[src/verilog/bsc_consts.vh]
// constants for the boot strap configuration capture block
`ifndef BSC_CONSTS_VH
`define BSC_CONSTS_VH

`define BSC_BOOT_NAND        2'h0
`define BSC_BOOT_EXTMEM      2'h1
`define BSC_BOOT_HOST        2'h2
`define BSC_BOOT_SERIAL      2'h3

`define BSC_STRAP_BOOT_DFLT  2'h0
`define BSC_STRAP_WIDTH_DFLT 1'h0
`define BSC_STRAP_AW_DFLT    5'h00

`define BSC_CFG_OFFSET       8'h14
`define BSC_CFG_BOOT_LSB     0
`define BSC_CFG_WIDTH_BIT    2
`define BSC_CFG_AW_LSB       3

`define BSC_ROM_VECTOR       32'h00004000
`define BSC_EXT_VECTOR       32'h02000000

`define BSC_SETUP_CYCLES     5'h10
`define BSC_STROBE_CYCLES    7'h40
`define BSC_HOLD_CYCLES      4'h8
`define BSC_ACCESS_CYCLES    7'h58

`define BSC_ADDR_PINS        22
`define BSC_FIXED_ADDR_MASK  22'h000006
`define BSC_NUM_CS           4

`endif

[src/verilog/bsc_boot_strap_config_capture.v]
// boot strap capture and reset-time default configuration
`timescale 1ns/100ps
`include "bsc_consts.vh"

module bsc_boot_strap_config_capture
(
	input  wire        i_clk,
	input  wire        i_reset,
	input  wire        i_global_reset_n,
	input  wire [1:0]  i_boot_select_sample_pins,
	input  wire        i_width_sample_pin,
	input  wire [4:0]  i_addr_width_sample_pins,
	input  wire        i_primary_boot_failed,
	input  wire        i_sw_cfg_we,
	input  wire        i_sw_first_cs_width,
	input  wire [4:0]  i_sw_addr_width,
	input  wire        i_sw_serial_mux_en,
	input  wire        i_sw_pll_enable,
	output reg  [7:0]  o_boot_config_capture,
	output reg         o_strap_pins_video,
	output reg         o_boot_busy,
	output reg  [31:0] o_first_fetch_vector,
	output reg         o_cfg_valid,
	output reg  [4:0]  o_pin_mux_reg_a_addr_width,
	output reg         o_pin_mux_reg_b_serial_en,
	output reg  [21:0] o_ext_addr_gpio_sel,
	output reg  [3:0]  o_cs_width_16,
	output reg         o_first_cs_nand,
	output reg         o_pll_enable,
	output reg         o_pll_bypass,
	output reg         o_dma_clk_en,
	output reg         o_ext_mem_clk_en,
	output reg         o_serial_clk_en,
	output reg  [4:0]  o_setup_cycles,
	output reg  [6:0]  o_strobe_cycles,
	output reg  [3:0]  o_hold_cycles,
	output reg  [6:0]  o_access_cycles
);

	// states of the capture sequence
	localparam [2:0] ST_HOLD = 3'b001;
	localparam [2:0] ST_LOAD = 3'b010;
	localparam [2:0] ST_RUN  = 3'b100;

	reg  [2:0] state_reg;
	reg  [2:0] state_next;
	reg        rst_n_d_reg;
	reg  [1:0] boot_reg;
	reg        width_reg;
	reg  [4:0] aw_reg;
	wire       rise;

	// address pin gpio selection for a given width field
	// upper pins beyond the enabled count stay gpio, bits 0..2 never are
	function [21:0] gpio_map;
		input [4:0] aw;
		integer k;
		begin
			gpio_map = {`BSC_ADDR_PINS{1'b1}};
			for (k = 0; k < `BSC_ADDR_PINS; k = k + 1)
				if (k < 3 + aw)
					gpio_map[k] = 1'b0;
			if (aw == 5'h00)
				gpio_map = ~`BSC_FIXED_ADDR_MASK & 22'h3FFFFE;
		end
	endfunction

	// rom vector for every code but the direct external one
	function [31:0] vector_of;
		input [1:0] sel;
		begin
			if (sel == `BSC_BOOT_EXTMEM)
				vector_of = `BSC_EXT_VECTOR;
			else
				vector_of = `BSC_ROM_VECTOR;
		end
	endfunction

	assign rise = i_global_reset_n & ~rst_n_d_reg;

	always @*
	begin
		state_next = state_reg;
		case (state_reg)
			ST_HOLD:
				if (rise)
					state_next = ST_LOAD;
			ST_LOAD:
				state_next = ST_RUN;
			ST_RUN:
				if (!i_global_reset_n)
					state_next = ST_HOLD;
			default:
				state_next = ST_HOLD;
		endcase
	end

	always @(posedge i_clk)
	begin
		if (i_reset)
		begin
			state_reg   <= ST_HOLD;
			rst_n_d_reg <= 1'b0;
			boot_reg    <= `BSC_STRAP_BOOT_DFLT;
			width_reg   <= `BSC_STRAP_WIDTH_DFLT;
			aw_reg      <= `BSC_STRAP_AW_DFLT;
		end
		else
		begin
			state_reg   <= state_next;
			rst_n_d_reg <= i_global_reset_n;
			// sample only on the release edge so later video traffic is ignored
			if (state_reg == ST_HOLD && rise)
			begin
				boot_reg  <= i_boot_select_sample_pins;
				width_reg <= i_width_sample_pin;
				aw_reg    <= i_addr_width_sample_pins;
			end
		end
	end

	// outputs: defaults while reset holds, strap-derived after capture
	always @(posedge i_clk)
	begin
		if (i_reset || state_reg == ST_HOLD)
		begin
			o_boot_config_capture      <= 8'h00;
			o_strap_pins_video         <= 1'b0;
			o_boot_busy                <= 1'b1;
			o_first_fetch_vector       <= `BSC_ROM_VECTOR;
			o_cfg_valid                <= 1'b0;
			o_pin_mux_reg_a_addr_width <= `BSC_STRAP_AW_DFLT;
			o_pin_mux_reg_b_serial_en  <= 1'b0;
			o_ext_addr_gpio_sel        <= gpio_map(5'h00);
			o_cs_width_16              <= 4'h0;
			o_first_cs_nand            <= 1'b0;
			o_pll_enable               <= 1'b0;
			o_pll_bypass               <= 1'b1;
			o_dma_clk_en               <= 1'b0;
			o_ext_mem_clk_en           <= 1'b0;
			o_serial_clk_en            <= 1'b0;
			o_setup_cycles             <= `BSC_SETUP_CYCLES;
			o_strobe_cycles            <= `BSC_STROBE_CYCLES;
			o_hold_cycles              <= `BSC_HOLD_CYCLES;
			o_access_cycles            <= `BSC_ACCESS_CYCLES;
		end
		else if (state_reg == ST_LOAD)
		begin
			o_boot_config_capture      <= {aw_reg, width_reg, boot_reg};
			o_strap_pins_video         <= 1'b1;
			o_boot_busy                <= 1'b0;
			o_first_fetch_vector       <= vector_of(boot_reg);
			o_cfg_valid                <= 1'b1;
			o_pin_mux_reg_a_addr_width <= aw_reg;
			o_pin_mux_reg_b_serial_en  <= (boot_reg == `BSC_BOOT_SERIAL);
			o_ext_addr_gpio_sel        <= gpio_map(aw_reg);
			o_cs_width_16              <= {3'h0, width_reg};
			o_first_cs_nand            <= (boot_reg == `BSC_BOOT_NAND);
			o_dma_clk_en               <= (boot_reg != `BSC_BOOT_EXTMEM);
			o_ext_mem_clk_en           <= (boot_reg == `BSC_BOOT_NAND) ||
			                              (boot_reg == `BSC_BOOT_EXTMEM);
			o_serial_clk_en            <= (boot_reg == `BSC_BOOT_SERIAL);
		end
		else
		begin
			// boot software may reshape the defaults; straps stay frozen
			if (i_primary_boot_failed)
			begin
				o_pin_mux_reg_b_serial_en <= 1'b1;
				o_serial_clk_en           <= 1'b1;
			end
			else if (i_sw_cfg_we)
				o_pin_mux_reg_b_serial_en <= i_sw_serial_mux_en;
			if (i_sw_cfg_we)
			begin
				o_cs_width_16[0]           <= i_sw_first_cs_width;
				o_pin_mux_reg_a_addr_width <= i_sw_addr_width;
				o_ext_addr_gpio_sel        <= gpio_map(i_sw_addr_width);
				o_pll_enable               <= i_sw_pll_enable;
				o_pll_bypass               <= ~i_sw_pll_enable;
			end
		end
	end

endmodule // bsc_boot_strap_config_capture

[config.mk]
export PLATFORM = sky130hd
export DESIGN_NAME = bsc_boot_strap_config_capture
export DESIGN_NICKNAME = d
export VERILOG_FILES = /design/src/verilog/bsc_boot_strap_config_capture.v
export VERILOG_INCLUDE_DIRS = /design/src /design/src/verilog
export SDC_FILE = /design/constraint.sdc
export NUM_CORES = 1
export LEC_CHECK = 0
export BUFFER_PORTS_ARGS = -buffer_cell sky130_fd_sc_hd__buf_4
export CORE_MARGIN = 3
export CORE_UTILIZATION = 46
export CTS_CLUSTER_DIAMETER = 150
export CTS_CLUSTER_SIZE = 14
export DETAILED_ROUTE_END_ITERATION = 16
export PLACE_DENSITY = 0.86
export SYNTH_ARGS = -nofsm -noshare
export SYNTH_HDL_FRONTEND = slang
export SYNTH_SLANG_ARGS = --single-unit
[constraint.sdc]
create_clock -name i_clk -period 2.4 [get_ports i_clk]
set_input_delay 0.48 -clock i_clk [delete_from_list [all_inputs] [get_ports i_clk]]
set_output_delay 0.48 -clock i_clk [all_outputs]
set_load 0.05 [all_outputs]
# == Word-level counts from Yosys, hierarchy flattened ==
# Cells that the tools add are included.
# totals
regBits,89
inputBits,21
output_inout_bits,104
elab_cells,149
# classes
addsub,2
magnitude_cmp,44
eq_ne,8
muxes,61
bitwise,4
reduce_logical,11
# ops
cell,count
4-bit by 32-bit less-than comparator with 1-bit output (first input constant),16
5-bit by 32-bit less-than comparator with 1-bit output (first input constant),10
3-bit by 32-bit less-than comparator with 1-bit output (first input constant),8
1-bit by 32-bit less-than comparator with 1-bit output (first input constant),4
2-bit by 32-bit less-than comparator with 1-bit output (first input constant),4
22-bit two-way mux,4
1-bit two-way mux,51
26-bit two-way mux,1
2-bit by 5-bit adder with 6-bit output (first input constant),2
5-bit by 6-bit less-than comparator with 1-bit output (first input constant),2
5-bit logical NOT,2
5-bit two-way mux,2
3-bit case mux with 3 select lines,1
3-bit two-way mux,2
2-bit inequality test (second input constant),2
2-bit AND reduction,2
2-bit nonzero test,2
3-bit by 1-bit equality test with 1-bit output (second input constant),1
3-bit by 2-bit equality test with 1-bit output (second input constant),1
3-bit equality test (second input constant),1
1-bit NOT,3
3-bit nonzero test,1
2-bit by 1-bit equality test with 1-bit output (second input constant),1
2-bit equality test (second input constant),1
other kinds (5),6

# == Depth between registers and ports, before layout ==
# Gate-level depths: netlist (run 1).
# depth
depth_word,6
depth_mapped,9
mapped_depth_nobuf,7

# == Least setup slack after synthesis (run 1) ==
# Ideal clock, no wire load.
# synth_timing
path_kind,input -> register
startpoint,in i_sw_addr_width[0]
endpoint,reg o_ext_addr_gpio_sel[1]
setup_time_ns,0.070
arrival_time_ns,1.929
required_ns,2.330
path_slack_ns,0.401
cell_stages,9
path_buffers,2
path_cell_list,inv_1 > ha_1 > buf_2 > and3b_1 > buf_2 > mux2i_4 > nor3b_1 > a32oi_1 > a21oi_1
# synth_between
elab_chain_cells,6
elab_cells_between_ends,7
cone_classes,1 x add/sub; 1 x order compare; 4 x mux; 1 x reduce/logical
# synth_lines
element,line,source
from (decl),bsc_boot_strap_config_capture.v:16,"input wire [4:0] i_sw_addr_width,"
2-bit by 5-bit adder with 6-bit output,bsc_boot_strap_config_capture.v:61,if (k < 3 + aw)
1-bit by 32-bit less-than comparator with 1-bit output,bsc_boot_strap_config_capture.v:61,
1-bit two-way mux,bsc_boot_strap_config_capture.v:61,
22-bit two-way mux (*),bsc_boot_strap_config_capture.v:63,if (aw == 5'h00)
22-bit two-way mux (*),bsc_boot_strap_config_capture.v:174,if (i_sw_cfg_we)
22-bit two-way mux (*),bsc_boot_strap_config_capture.v:147,else if (state_reg == ST_LOAD)
to (signal assigned),bsc_boot_strap_config_capture.v:134,o_ext_addr_gpio_sel <= gpio_map(5'h00);
to (signal assigned),bsc_boot_strap_config_capture.v:156,o_ext_addr_gpio_sel <= gpio_map(aw_reg);
to (signal assigned),bsc_boot_strap_config_capture.v:178,o_ext_addr_gpio_sel <= gpio_map(i_sw_addr_width);
to (decl),bsc_boot_strap_config_capture.v:26,"output reg [21:0] o_ext_addr_gpio_sel,"
# Mark *: on every way between the ends. The rest lies on a longest branch, timed or not. The select of a mux whose other input is x is not followed.
# A chain may end at the register's enable or synchronous reset.

# == Worst setup path after layout (run 1) ==
# layout_timing
startpoint,reg aw_reg[1]
endpoint,reg o_ext_addr_gpio_sel[13]
# layout_between
elab_chain_cells,5
elab_cells_between_ends,6
cone_classes,1 x add/sub; 1 x order compare; 3 x mux; 1 x reduce/logical
# layout_lines
element,line,source
from (decl),bsc_boot_strap_config_capture.v:50,reg [4:0] aw_reg;
from (signal assigned),bsc_boot_strap_config_capture.v:106,aw_reg <= `BSC_STRAP_AW_DFLT;
from (signal assigned),bsc_boot_strap_config_capture.v:117,aw_reg <= i_addr_width_sample_pins;
2-bit by 5-bit adder with 6-bit output,bsc_boot_strap_config_capture.v:61,
4-bit by 32-bit less-than comparator with 1-bit output,bsc_boot_strap_config_capture.v:61,
1-bit two-way mux,bsc_boot_strap_config_capture.v:61,
22-bit two-way mux (*),bsc_boot_strap_config_capture.v:63,
22-bit two-way mux (*),bsc_boot_strap_config_capture.v:147,
# Mark *: on every way between the ends. The rest lies on a longest branch, timed or not.

==> results of run 1 <==
==> final cells by class <==
cell class,instances,area (sq um),share of cell area (%)
multi-input cells,330,1920,47.7
flip-flops and latches,59,1180,29.4
repair buffers,79,593,14.8
clock buffers,10,138,3.43
well taps,99,124,3.09
clock inverters,6,38.8,0.967
inverters,6,22.5,0.561
==> cell usage after synthesis (2+ instances only) <==
master / number
nand2_1: 47
o21ai_0: 19
nor3_1: 9
nor2b_1: 8
a211o_1: 2
nand3_1: 7
o2111ai_1: 2
xnor2_1: 3
a32oi_1: 4
or3b_1: 2
and3_1: 2
a31oi_1: 4
nor3b_1: 4
o311ai_0: 2
buf_4: 58
buf_6: 2
and2_4: 2
nand2b_1: 9
nor2_1: 35
ha_1: 6
buf_2: 7
a21o_1: 3
or2_2: 4
a221o_1: 3
a21boi_0: 4
a21oi_1: 29
o211ai_1: 4
or3_1: 2
mux2_2: 6
and2_1: 2
clkbuf_1: 17
o21a_1: 3
a221oi_1: 4
inv_1: 6
o31ai_1: 4
conb_1: 2
dfxtp_1: 59
nand4_1: 3
nand3b_1: 3
xor2_1: 3
o22ai_1: 3
mux2i_1: 11
==> per-stage QoR <==
step	hold slack [ps]	area, sq um
floorplan	453	3680
global placement	433	3840
detailed placement	439	3840
CTS	350	4010
global route	354	4010
finish	357	4010
==> logic make-up (layout without fill, tap and decap cells) <==
| family | count (synthesis) | after routing | synth area share, % |
|---|---|---|---|
| AO/OA/AOI/OAI | 101 | 101 | 19.6 |
| flip-flops | 59 | 59 | 34.0 |
| buffers and inverters | 91 | 101 | 16.8 |
| XOR/XNOR | 6 | 6 | 1.51 |
| multiplexers | 18 | 18 | 5.76 |
| other | 2 | 56 | 0.216 |
| adder cells (fa/ha/maj) | 6 | 6 | 2.16 |
| AND/OR/NAND/NOR | 143 | 143 | 20.0 |
==> cell usage in the layout (no fill, tap or decap), types with 4 or more instances in the layout <==
cell and count:
o21ai_0 19, a31oi_1 4, buf_4 79, or2_2 4
nand3_1 7, clkbuf_8 10, a221oi_1 4, o31ai_1 4
nor3b_1 4, nor3_1 9, conb_1 56, nor2b_1 8
mux2i_1 11, nor2_1 35, a21boi_0 4, mux2_2 6
o211ai_1 4, a21oi_1 29, nand2b_1 9, nand2_1 47
dfxtp_1 59, ha_1 6, a32oi_1 4, inv_1 6
==> critical path, cell delays in order, from the launching register on <==
cell and delay (ps):
dfxtp_1 310, inv_1 100, ha_1 300, nand2_1 190
o21ai_0 300, a21oi_1 180, o21ai_0 300, o2111ai_1 150
==> worst max-delay path by stage <==
stage | startpoint | to | slack [ps] | depth (start not counted)
after floorplan | i_sw_addr_width[0] | o_ext_addr_gpio_sel[1] | 400 | 9
after global placement | i_sw_addr_width[0] | o_ext_addr_gpio_sel[1] | 300 | 8
after detailed placement | i_sw_addr_width[0] | o_ext_addr_gpio_sel[1] | 230 | 8
after CTS | aw_reg[0] | o_ext_addr_gpio_sel[18] | 470 | 7
after global routing | aw_reg[0] | o_ext_addr_gpio_sel[13] | 270 | 7
final | aw_reg[1] | o_ext_addr_gpio_sel[13] | 430 | 7
==> metal layers <==
metal	vias up	wire, microns
li1	1491	-
met1	1479	3690
met2	199	4440
met3	22	1010
met4	0	154
met5	-	0
==> where the power goes <==
group	switching, mW	internal [mW]	leakage [nW]
registers	0.0299	1.01	0.480
clock network	0.412	0.400	0.0885
logic	0.488	0.172	1.13
==> qor.txt, run 1 <==
Max Slew Vio Count: 0
Hold-fix buffers, CTS: 0
Fill count: 679
Tcrit/Tclk final: 81.9%
DR pass1 iterations: 5
Core ar.: 0.00729 sq mm
RSZ-0062 raised after global routing: false
Initial Utilization: 47.7%
GR Layer Usage met1: 25.8%
CTS tree: built
Critical Path RT: 2610 ps
Leakage: 1.70 nW
PortBufs: 68
Crit path arrival time: 2170 ps
Largest net degree at the start of global routing: 28
Placed Cells incl. Taps: 573
RePlAce Congestion: 0.954
Syn Std Cell Area: 0.00348 sq mm
PwrDens: 627 mW/mm^2
Max-cap violations: 0
Final min period: 1970 ps
Hold_sp: i_global_reset_n
Syn_area_per_cell: 8.16 sq um
Final Non-Filler Cells: 589
Gr busiest metal: met2
Final Hold Viols: 0
# nets final: 512
Die ar.: 0.00864 sq mm
Hold EP: rst_n_d_reg
Share of cells above drive strength 1: 22.7%
Register area share after synthesis: 34.0%
Final core occ: 55.0%
Routed via count: 3191
IO Count: 125
Diode count: 0
Reg2reg start: aw_reg[1]
Worst setup path class: reg -> reg
Die height: 92.9 microns
Clk sink count: 59
Worst R2R Path Depth: 7
Asr flop ratio synth: 0%
Initial DRC Count: 291
DRC viols: 0
Yosys top cell by area: dfxtp_1
Global route total overflow: 0
Setup_tns: 0 ps
Post-route setup slack: 434 ps
Regs by FF count: o_ext_addr_gpio_sel x22, o_boot_config_capture x8
Startpoint types: flip-flop
Max VDD drop: 429 uV
Global-route wire length before repair: 14.5 mm
Number of synthesized flops with an enable pin: 0
YS warnings: 0
Library cells used by synthesis: 59
Fmax: 509 MHz
Worst Path Max Fanout: 7
Routed WL per cell: 15.8 microns
Area growth syn-to-layout: 15.4%
Synth Instances: 426
Post-CTS Setup Bufs: 0
Die Width: 92.9 microns
Post-synth top area share: 34.0%
Drt total wl: 9.30 mm
Yosys reg bits: 59
Slew at the pin closest to its max-slew limit: 590 ps
Later-pin clock latency in the skew report: 340 ps
Clk buf depth: 2
Total CTS buffers: 9
Synth area leaders: dfxtp_1, buf_4, nand2_1, a21oi_1, nor2_1
GRT Total Usage: 21.3%
Pre-CTS setup slack: 232 ps
Reg2reg setup slack: 430 ps
Post-CTS sizing: 0
Vias in the first global route: 2933
Clock transition at path regs: 70 ps
Post-Route Skew: 5.29 ps
Via density per instance: 5.42
RR Endpoint: o_ext_addr_gpio_sel[13]
Grt met2 use: 34.6%
Primary FF master, synth: dfxtp_1
Hold Crit Depth: 2
Rows: 31
H-tree depth: 3
Tightest Hold Check Type: in -> reg
Antenna Nets Post-Route: 0
Final Power: 2.51 mW
Status: finished, final reports clean
Antenna violations before repair: 0
DP Wirelength: 6.88 mm
Slew headroom: 60.6%
# setup viols final: 0
Met3 usage: 6.74%
Max reg flops: 22
Clock root cell: clkbuf_8
Crit. End Element: flip-flop
Largest register by flop count: o_ext_addr_gpio_sel
No activity file was read; power rests on OpenSTA's default activity.
==> inputs of run 2 (changes only) <==
ABC_AREA = 1   (was not set)
CORE_UTILIZATION = 44   (was 46)
PLACE_DENSITY = 0.87   (was 0.86)
clock period = 1.8 ns   (was 2.4 ns; I/O delays follow)
==> run 2 against run 1 <==
  * Hold slack got worse by 150 ps
  * Non-clock buffer count increased by 7
  * Setup slack got worse by 300 ps
  * Clock skew increased by 1.2 ps
  * Area after synthesis is 8.1% lower
  * Synthesized cell count increased by 3.1%
  * Power grew 40%
  * Critical path depth increased by 5
  * Via count is 6.1% lower
  * Clock-buffer cell count is 1 lower
  * Largest power group unchanged
  * Maximum frequency up 18%
==> qor.txt, run 2 <==
Clk sink count: 59 (unchanged)
Share of cells above drive strength 1: 25.2% (+2.5 points)
Most common cell after layout, fill and taps aside: nand2_1
Largest net degree at the start of global routing: 29 (+3.6%)
Clock share of power: 35.8% (+3.5 points)
Worst Path Max Fanout: 7 (unchanged)
PwrDens: 903 mW/mm^2 (+44%)
Fmax: 600 MHz (+18%)
Final Hold Viols: 0 (unchanged)
Routed WL per cell: 13.3 microns (-15%)
Internal power: 2.22 mW (+40%)
Syn_area_per_cell: 7.28 sq um (-11%)
Compound-Gate Fraction of Synth Area: 12.1% (-7.4 points)
Tightest Hold Check Type: in -> reg
Worst R2R Path Depth: 12 (+5)
Placement-stage cell area: 0.00368 sq mm (-4.2%)
Vias in the first global route: 2806 (-4.3%)
Antenna violations before repair: 0 (unchanged)
Global-route wire length before repair: 13.5 mm (-7.3%)
Max reg flops: 22 (unchanged)
Rows: 30 (-3.2%)
Syn Std Cell Area: 0.00319 sq mm (-8.1%)
Routed via count: 2995 (-6.1%)
Startpoint types: flip-flop
DRC viols: 0 (unchanged)
Via density per instance: 4.80 (-11%)
Worst setup path class: reg -> reg
Fill count: 680 (+0.15%)
YS warnings: 0 (unchanged)
Cell repeated most along the worst path: inv_1
Total CTS buffers: 9 (unchanged)
Final core occ: 56.6% (+1.6 points)
Area growth syn-to-layout: 22.4%
Global route total overflow: 0 (unchanged)
Largest register by flop count: o_ext_addr_gpio_sel
Final Cell Area: 0.00391 sq mm (-2.6%)
Max-cap violations: 0 (unchanged)
Die height: 91.2 microns (-1.9%)
Top-count cell post-synth: nand2_1
Synth Instances: 439 (+3.1%)
Largest family of logic cells by synthesized area: simple AND/OR/NAND/NOR gates
# setup viols final: 0 (unchanged)
CTS tree: built
IO Count: 125 (unchanged)
Reg2reg setup slack: 130 ps (-300 ps)
PortBufs: 68 (unchanged)
Final Non-Filler Cells: 624 (+5.9%)
Post-CTS sizing: 0 (unchanged)
Max VDD drop: 563 uV (+31%)
Primary FF master, synth: dfxtp_1
Yosys reg bits: 59 (unchanged)
Asr flop ratio synth: 0% (unchanged)
Final min period: 1670 ps (-300 ps)
Clock transition at path regs: 70 ps (about the same)
Leakage: 1.90 nW (+12%)
Synth Area in XOR/XNOR: 0% (-1.5 points)
Clock root cell: clkbuf_8
Max Slew Vio Count: 0 (unchanged)
Net Switching: 1.31 mW (+41%)
Hold-fix buffers, CTS: 0 (unchanged)
Antenna Nets Post-Route: 0 (unchanged)
Synth Area in Simple Gates: 27.5% (+7.4 points)
H-tree depth: 3 (unchanged)
Critical path's slowest cell: dfxtp_2
Diode count: 0 (unchanged)
Regs by FF count: o_ext_addr_gpio_sel x22, o_boot_config_capture x8
Hold EP: rst_n_d_reg
Initial DRC Count: 180 (-38%)
Post-synth top area share: 37.0% (+3.0 points)
Status: finished, final reports clean
Drt total wl: 8.32 mm (-10%)
Tcrit/Tclk final: 92.6% (+11 points)
Most frequent cells in the layout: nand2_1, buf_4, dfxtp_1
RR Endpoint: o_ext_addr_gpio_sel[21]
RePlAce Congestion: 0.905 (-5.2%)
Later-pin clock latency in the skew report: 340 ps (about the same)
Die Width: 91.2 microns (-1.9%)
Cell Chain, Critical Path: inv_1 -> ha_1 -> buf_4 -> nor2_4 -> inv_1 -> nand2_4 -> inv_2 -> nor2_1 -> inv_1 -> nor2_1 -> nor3_1 -> nand2_1
Yosys top cell by area: dfxtp_1
Post-Route Skew: 6.45 ps (+1.16 ps)
Switching portion of total power: 37.1% (+0.11 points)
Core ar.: 0.00691 sq mm (-5.3%)
Crit. End Element: flip-flop
DR pass1 iterations: 4 (-1)
Number of synthesized flops with an enable pin: 0 (unchanged)
Sequential power share: 39.5% (-2.0 points)
Crit path arrival time: 1950 ps (-220 ps)
Die ar.: 0.00832 sq mm (-3.7%)
Adder-Cell Fraction of Synth Area: 2.35% (+0.19 points)
Post-CTS Setup Bufs: 0 (unchanged)
Final Power: 3.53 mW (+40%)
Hold_sp: i_reset
GRT Total Usage: 20.0% (-1.3 points)
Hold Crit Depth: 2 (unchanged)
Library cells used by synthesis: 34 (-42%)
Crit-path max cell delay: 340 ps (+30 ps)
Synth top cells by count: nand2_1, buf_4, dfxtp_1
Reg2reg start: aw_reg[0]
Pre-CTS setup slack: 39.6 ps (-192 ps)
Placed Cells incl. Taps: 608 (+6.1%)
Critical Path RT: 2080 ps (-530 ps)
Post-route setup slack: 134 ps (-300 ps)
Synth area leaders: dfxtp_1, buf_4, nand2_1, nor2_1, inv_1
Clk buf depth: 2 (unchanged)
Initial Utilization: 46.3% (-1.4 points)
DP Wirelength: 6.55 mm (-4.9%)
Comb pwr share: 24.7% (-1.6 points)
Multiplexer area fraction after synthesis: 0% (-5.8 points)
Register area share after synthesis: 37.0% (+3.0 points)
# nets final: 550 (+7.4%)
run 2: cell count changes in the layout (fill, tap and decap cells not counted), sizes merged, moves of 8 or more:
| cell | change |
|---|---|
| inv | +43 |
| nor2 | +11 |
| nand2b | -9 |
| nand2 | +48 |
| nor2b | -8 |
| nand3 | +17 |
| nand4 | +16 |
| mux2i | -12 |
run 2: how the worst max path moves through the flow:
| stage | start | endpoint | slack [ps] | cells after the start |
|---|---|---|---|---|
| 2_1_floorplan | i_sw_addr_width[0] | o_ext_addr_gpio_sel[20] | 260 | 11 |
| 3_3_place_gp | i_sw_addr_width[0] | o_ext_addr_gpio_sel[16] | 40 | 11 |
| 3_5_place_dp | i_sw_addr_width[0] | o_ext_addr_gpio_sel[21] | 40 | 11 |
| 4_1_cts | aw_reg[0] | o_ext_addr_gpio_sel[6] | 20 | 9 |
| 5_1_grt | aw_reg[0] | o_ext_addr_gpio_sel[0] | -30 | 11 |
| 6_report | aw_reg[0] | o_ext_addr_gpio_sel[21] | 130 | 12 |
run 2: area by class of cell:
class                           instances  area [sq um]  share of cell area (%)
Timing Repair Buffer                   86           646                    16.5
Clock buffer                            9           124                    3.17
Inverter                               47           181                    4.64
Sequential cell                        59          1180                    30.2
Clock inverter                          7          83.8                    2.14
Tap cell                               96           120                    3.07
Multi-Input combinational cell        320          1570                    40.2
run 2: critical path: cells and delay by family (launching register included):
family / cells / cell delay [ps]
DFF: 1 / 340
adders and majority gates: 1 / 210
buffers and inverters: 5 / 410
and+or+nand+nor: 6 / 640
run 2: stage by stage:
step	TNS, ps	hold WS (ps)
2_1_floorplan	0	428
3_5_place_dp	0	445
6_report	0	210
4_1_cts	0	196
3_3_place_gp	0	436
5_1_grt	-41.7	200
run 2: per-layer routing:
| metal | routed length (microns) | GRT usage [%] |
|---|---|---|
| met1 | 3590 | 25.0 |
| met2 | 4170 | 34.3 |
| met3 | 506 | 5.05 |
| met4 | 59 | 4.90 |
| met5 | 0 | 0 |
run 2: logic make-up (layout without fill, tap and decap cells):
logic type,after synthesis,in the layout
adder cells (fa/ha/maj),6,6
AO/OA/AOI/OAI,68,68
flip-flops,59,59
buffers and inverters,114,149
AND/OR/NAND/NOR,190,190
other,2,56
run 2: power by group through the flow:
stage	Sequential, mW	Combinational, mW	Clock [mW]
final	1.39	0.874	1.26
after global routing	1.40	0.937	1.36
after CTS	1.39	0.859	1.29
after detailed placement	1.42	0.856	0
after global placement	1.42	0.849	0
after floorplan	1.52	0.654	0
==> inputs of run 3 (changes only) <==
CAP_MARGIN = 15   (was not set)
clock period = 1.5 ns   (was 1.8 ns; I/O delays follow)
==> run 3 against run 2 <==
  * The run now ends with negative setup slack left
  * Register-to-register slack worse by 180 ps
  * Power is 29% higher
  * Global-route usage is 0.89 points higher
  * Routed wire length is 9.3% higher
  * Clock skew is 0.90 ps lower
  * Combinational power is 41% higher
  * Hold slack worse by 42 ps
  * First-iteration DRC count is 30% higher
  * Clock-buffer cell count is 3 higher
  * Core utilization is 6.6 points higher
  * Cell count is 4.6% higher
  * Sequential cell count stayed put
  * Largest power group unchanged
==> qor.txt, run 3 (synthesized netlist as in run 2, its figures left out) <==
Status: complete, but fails checks
Failing checks: negative setup slack
Rows: 30 (unchanged)
Routed WL per cell: 13.9 microns (+4.5%)
Sequential power share: 36.7% (-2.8 points)
Final Hold Viols: 0 (unchanged)
Regs by FF count: o_ext_addr_gpio_sel x22, o_boot_config_capture x8
Antenna violations before repair: 0 (unchanged)
Final Cell Area: 0.00437 sq mm (+12%)
Cell Chain, Critical Path: inv_2 -> ha_4 -> inv_4 -> nand3_1 -> nand2_2 -> nand2_2 -> buf_4 -> o211ai_1 -> nand3b_1
Total CTS buffers: 9 (unchanged)
Global route total overflow: 0 (unchanged)
Cell repeated most along the worst path: nand2_2
Worst setup path class: reg -> reg
Leakage: 2.08 nW (+9.9%)
Core ar.: 0.00691 sq mm (unchanged)
Most frequent cells in the layout: buf_4, nand2_1, conb_1
IO Count: 125 (unchanged)
# nets final: 579 (+5.3%)
Max reg flops: 22 (unchanged)
Post-Route Skew: 5.55 ps (-0.901 ps)
Via density per instance: 4.98 (+3.8%)
RePlAce Congestion: 0.907 (+0.22%)
# setup viols final: 8 (+8)
Hold WS: 168 ps (-42.0 ps)
Critical path's slowest cell: dfxtp_2
Startpoint types: flip-flop
PortBufs: 68 (unchanged)
Switching portion of total power: 34.2% (-2.9 points)
Tcrit/Tclk final: 103% (+11 points)
H-tree depth: 3 (unchanged)
Post-route setup slack: -50.7 ps (-185 ps)
Crit. End Element: flip-flop
Crit path buffers/inverters: 3 (-2)
RSZ-0062 raised after global routing: true
Diode count: 0 (unchanged)
Comb pwr share: 27.0% (+2.3 points)
Die height: 91.2 microns (unchanged)
Clk sink count: 59 (unchanged)
Internal power: 3.00 mW (+35%)
PwrDens: 1050 mW/mm^2 (+16%)
DRC viols: 0 (unchanged)
Initial DRC Count: 234 (+30%)
Area growth syn-to-layout: 36.7%
Clock root cell: clkbuf_8
Fmax: 645 MHz (+7.4%)
Crit path arrival time: 1780 ps (-170 ps)
Max-cap violations: 0 (unchanged)
Die ar.: 0.00832 sq mm (unchanged)
Register area: 0.00119 sq mm (+0.32%)
Tightest Hold Check Type: in -> reg
Clock share of power: 36.3% (+0.5 points)
Largest net degree at the start of global routing: 25 (-14%)
Placement-stage cell area: 0.00383 sq mm (+4.2%)
Drt total wl: 9.10 mm (+9.3%)
Crit-path max cell delay: 340 ps (about the same)
Fill count: 585 (-14%)
Clk buf depth: 2 (unchanged)
Final min period: 1550 ps (-115 ps)
Share of cells above drive strength 1: 34.5% (+9.3 points)
Vias in the first global route: 2942 (+4.8%)
Routed via count: 3252 (+8.6%)
Family with the most delay on the worst path: simple AND/OR/NAND/NOR gates
DR pass1 iterations: 7 (+3)
Critical Path RT: 1730 ps (-350 ps)
Multi-input gate area: 0.00174 sq mm (+11%)
Later-pin clock latency in the skew report: 340 ps (about the same)
Clock transition at path regs: 70 ps (about the same)
Worst Path Max Fanout: 4 (-3)
CTS tree: built
Largest register by flop count: o_ext_addr_gpio_sel
Global-route wire length before repair: 14.1 mm (+4.3%)
Most common cell after layout, fill and taps aside: buf_4
Max Slew Vio Count: 0 (unchanged)
Max VDD drop: 672 uV (+19%)
GRT Total Usage: 20.9% (+0.89 points)
Net Switching: 1.56 mW (+19%)
Antenna Nets Post-Route: 0 (unchanged)
Die Width: 91.2 microns (unchanged)
Initial Utilization: 46.3% (unchanged)
DP Wirelength: 6.61 mm (+0.89%)
## run 3: changes by cell type in the layout (fill, tap and decap cells not counted), sizes merged
cell,previous run,this run
inv,50,48
bufinv,1,2
clkinv,2,1
nor2,46,47
clkbuf,9,12
buf,86,113
## run 3: final timing paths
check | start | end | slack [ps] | cells after the start
max | aw_reg[1] | o_ext_addr_gpio_sel[16] | -50 | 9
min | i_reset | rst_n_d_reg | 170 | 2
max reg2reg | aw_reg[1] | o_ext_addr_gpio_sel[16] | -50 | 9
min reg2reg | o_ext_addr_gpio_sel[15] | o_ext_addr_gpio_sel[15] | 450 | 2
## run 3: what timing repair did
action                     4_1_cts  5_1_grt
hold buffers                     0        0
resized for setup               17       49
gates cloned                     0        2
setup buffers                    1        7
setup endpoints to repair       19       32
pin swaps                        5       17
## run 3: power by group through the flow
stage | Combinational, mW | Sequential (mW) | Clock, mW
after floorplan | 0.786 | 1.82 | 0
after CTS | 1.12 | 1.67 | 1.69
after global routing | 1.32 | 1.68 | 1.74
after detailed placement | 1.09 | 1.71 | 0
after global placement | 1.08 | 1.71 | 0
final | 1.23 | 1.68 | 1.66
## run 3: cell type report
cell class	instances	share of cell area, %
inverter	47	4.44
timing repair inverter	1	0.143
clock inverter	4	1.66
clock buffer	12	3.55
timing repair buffer	113	20.5
multi-input combinational	321	39.8
tap	96	2.75
sequential	59	27.2
## run 3: stage by stage
step	TNS, ps	setup slack (ps)	utilization [%]	total power [mW]	instances
finish	-161	-50.7	63.2	4.57	653
global route	-2170	-173	63.2	4.75	653
CTS	0	6.17	59.4	4.49	644
detailed placement	-2630	-220	55.5	2.80	627
global placement	-1610	-129	55.5	2.79	627
floorplan	0	8.18	-	2.61	493
## run 3: routing by layer
layer / wire (microns) / share of wire (%) / global-route usage, % / vias up
met1: 3560 / 39 / 25.0 / 1507
met4: 238 / 2.6 / 6.03 / 0
met3: 729 / 8.0 / 6.13 / 28
met2: 4570 / 50 / 36.1 / 175
met5: 0 / 0 / 0 / -
li1: - / - / - / 1542
## run 3: worst register-to-register path, cell delays in order, from the launching register on
cell	delay [ps]
dfxtp_2	340
inv_2	50
ha_4	170
inv_4	60
nand3_1	100
nand2_2	110
nand2_2	80
buf_4	150
o211ai_1	260
nand3b_1	110
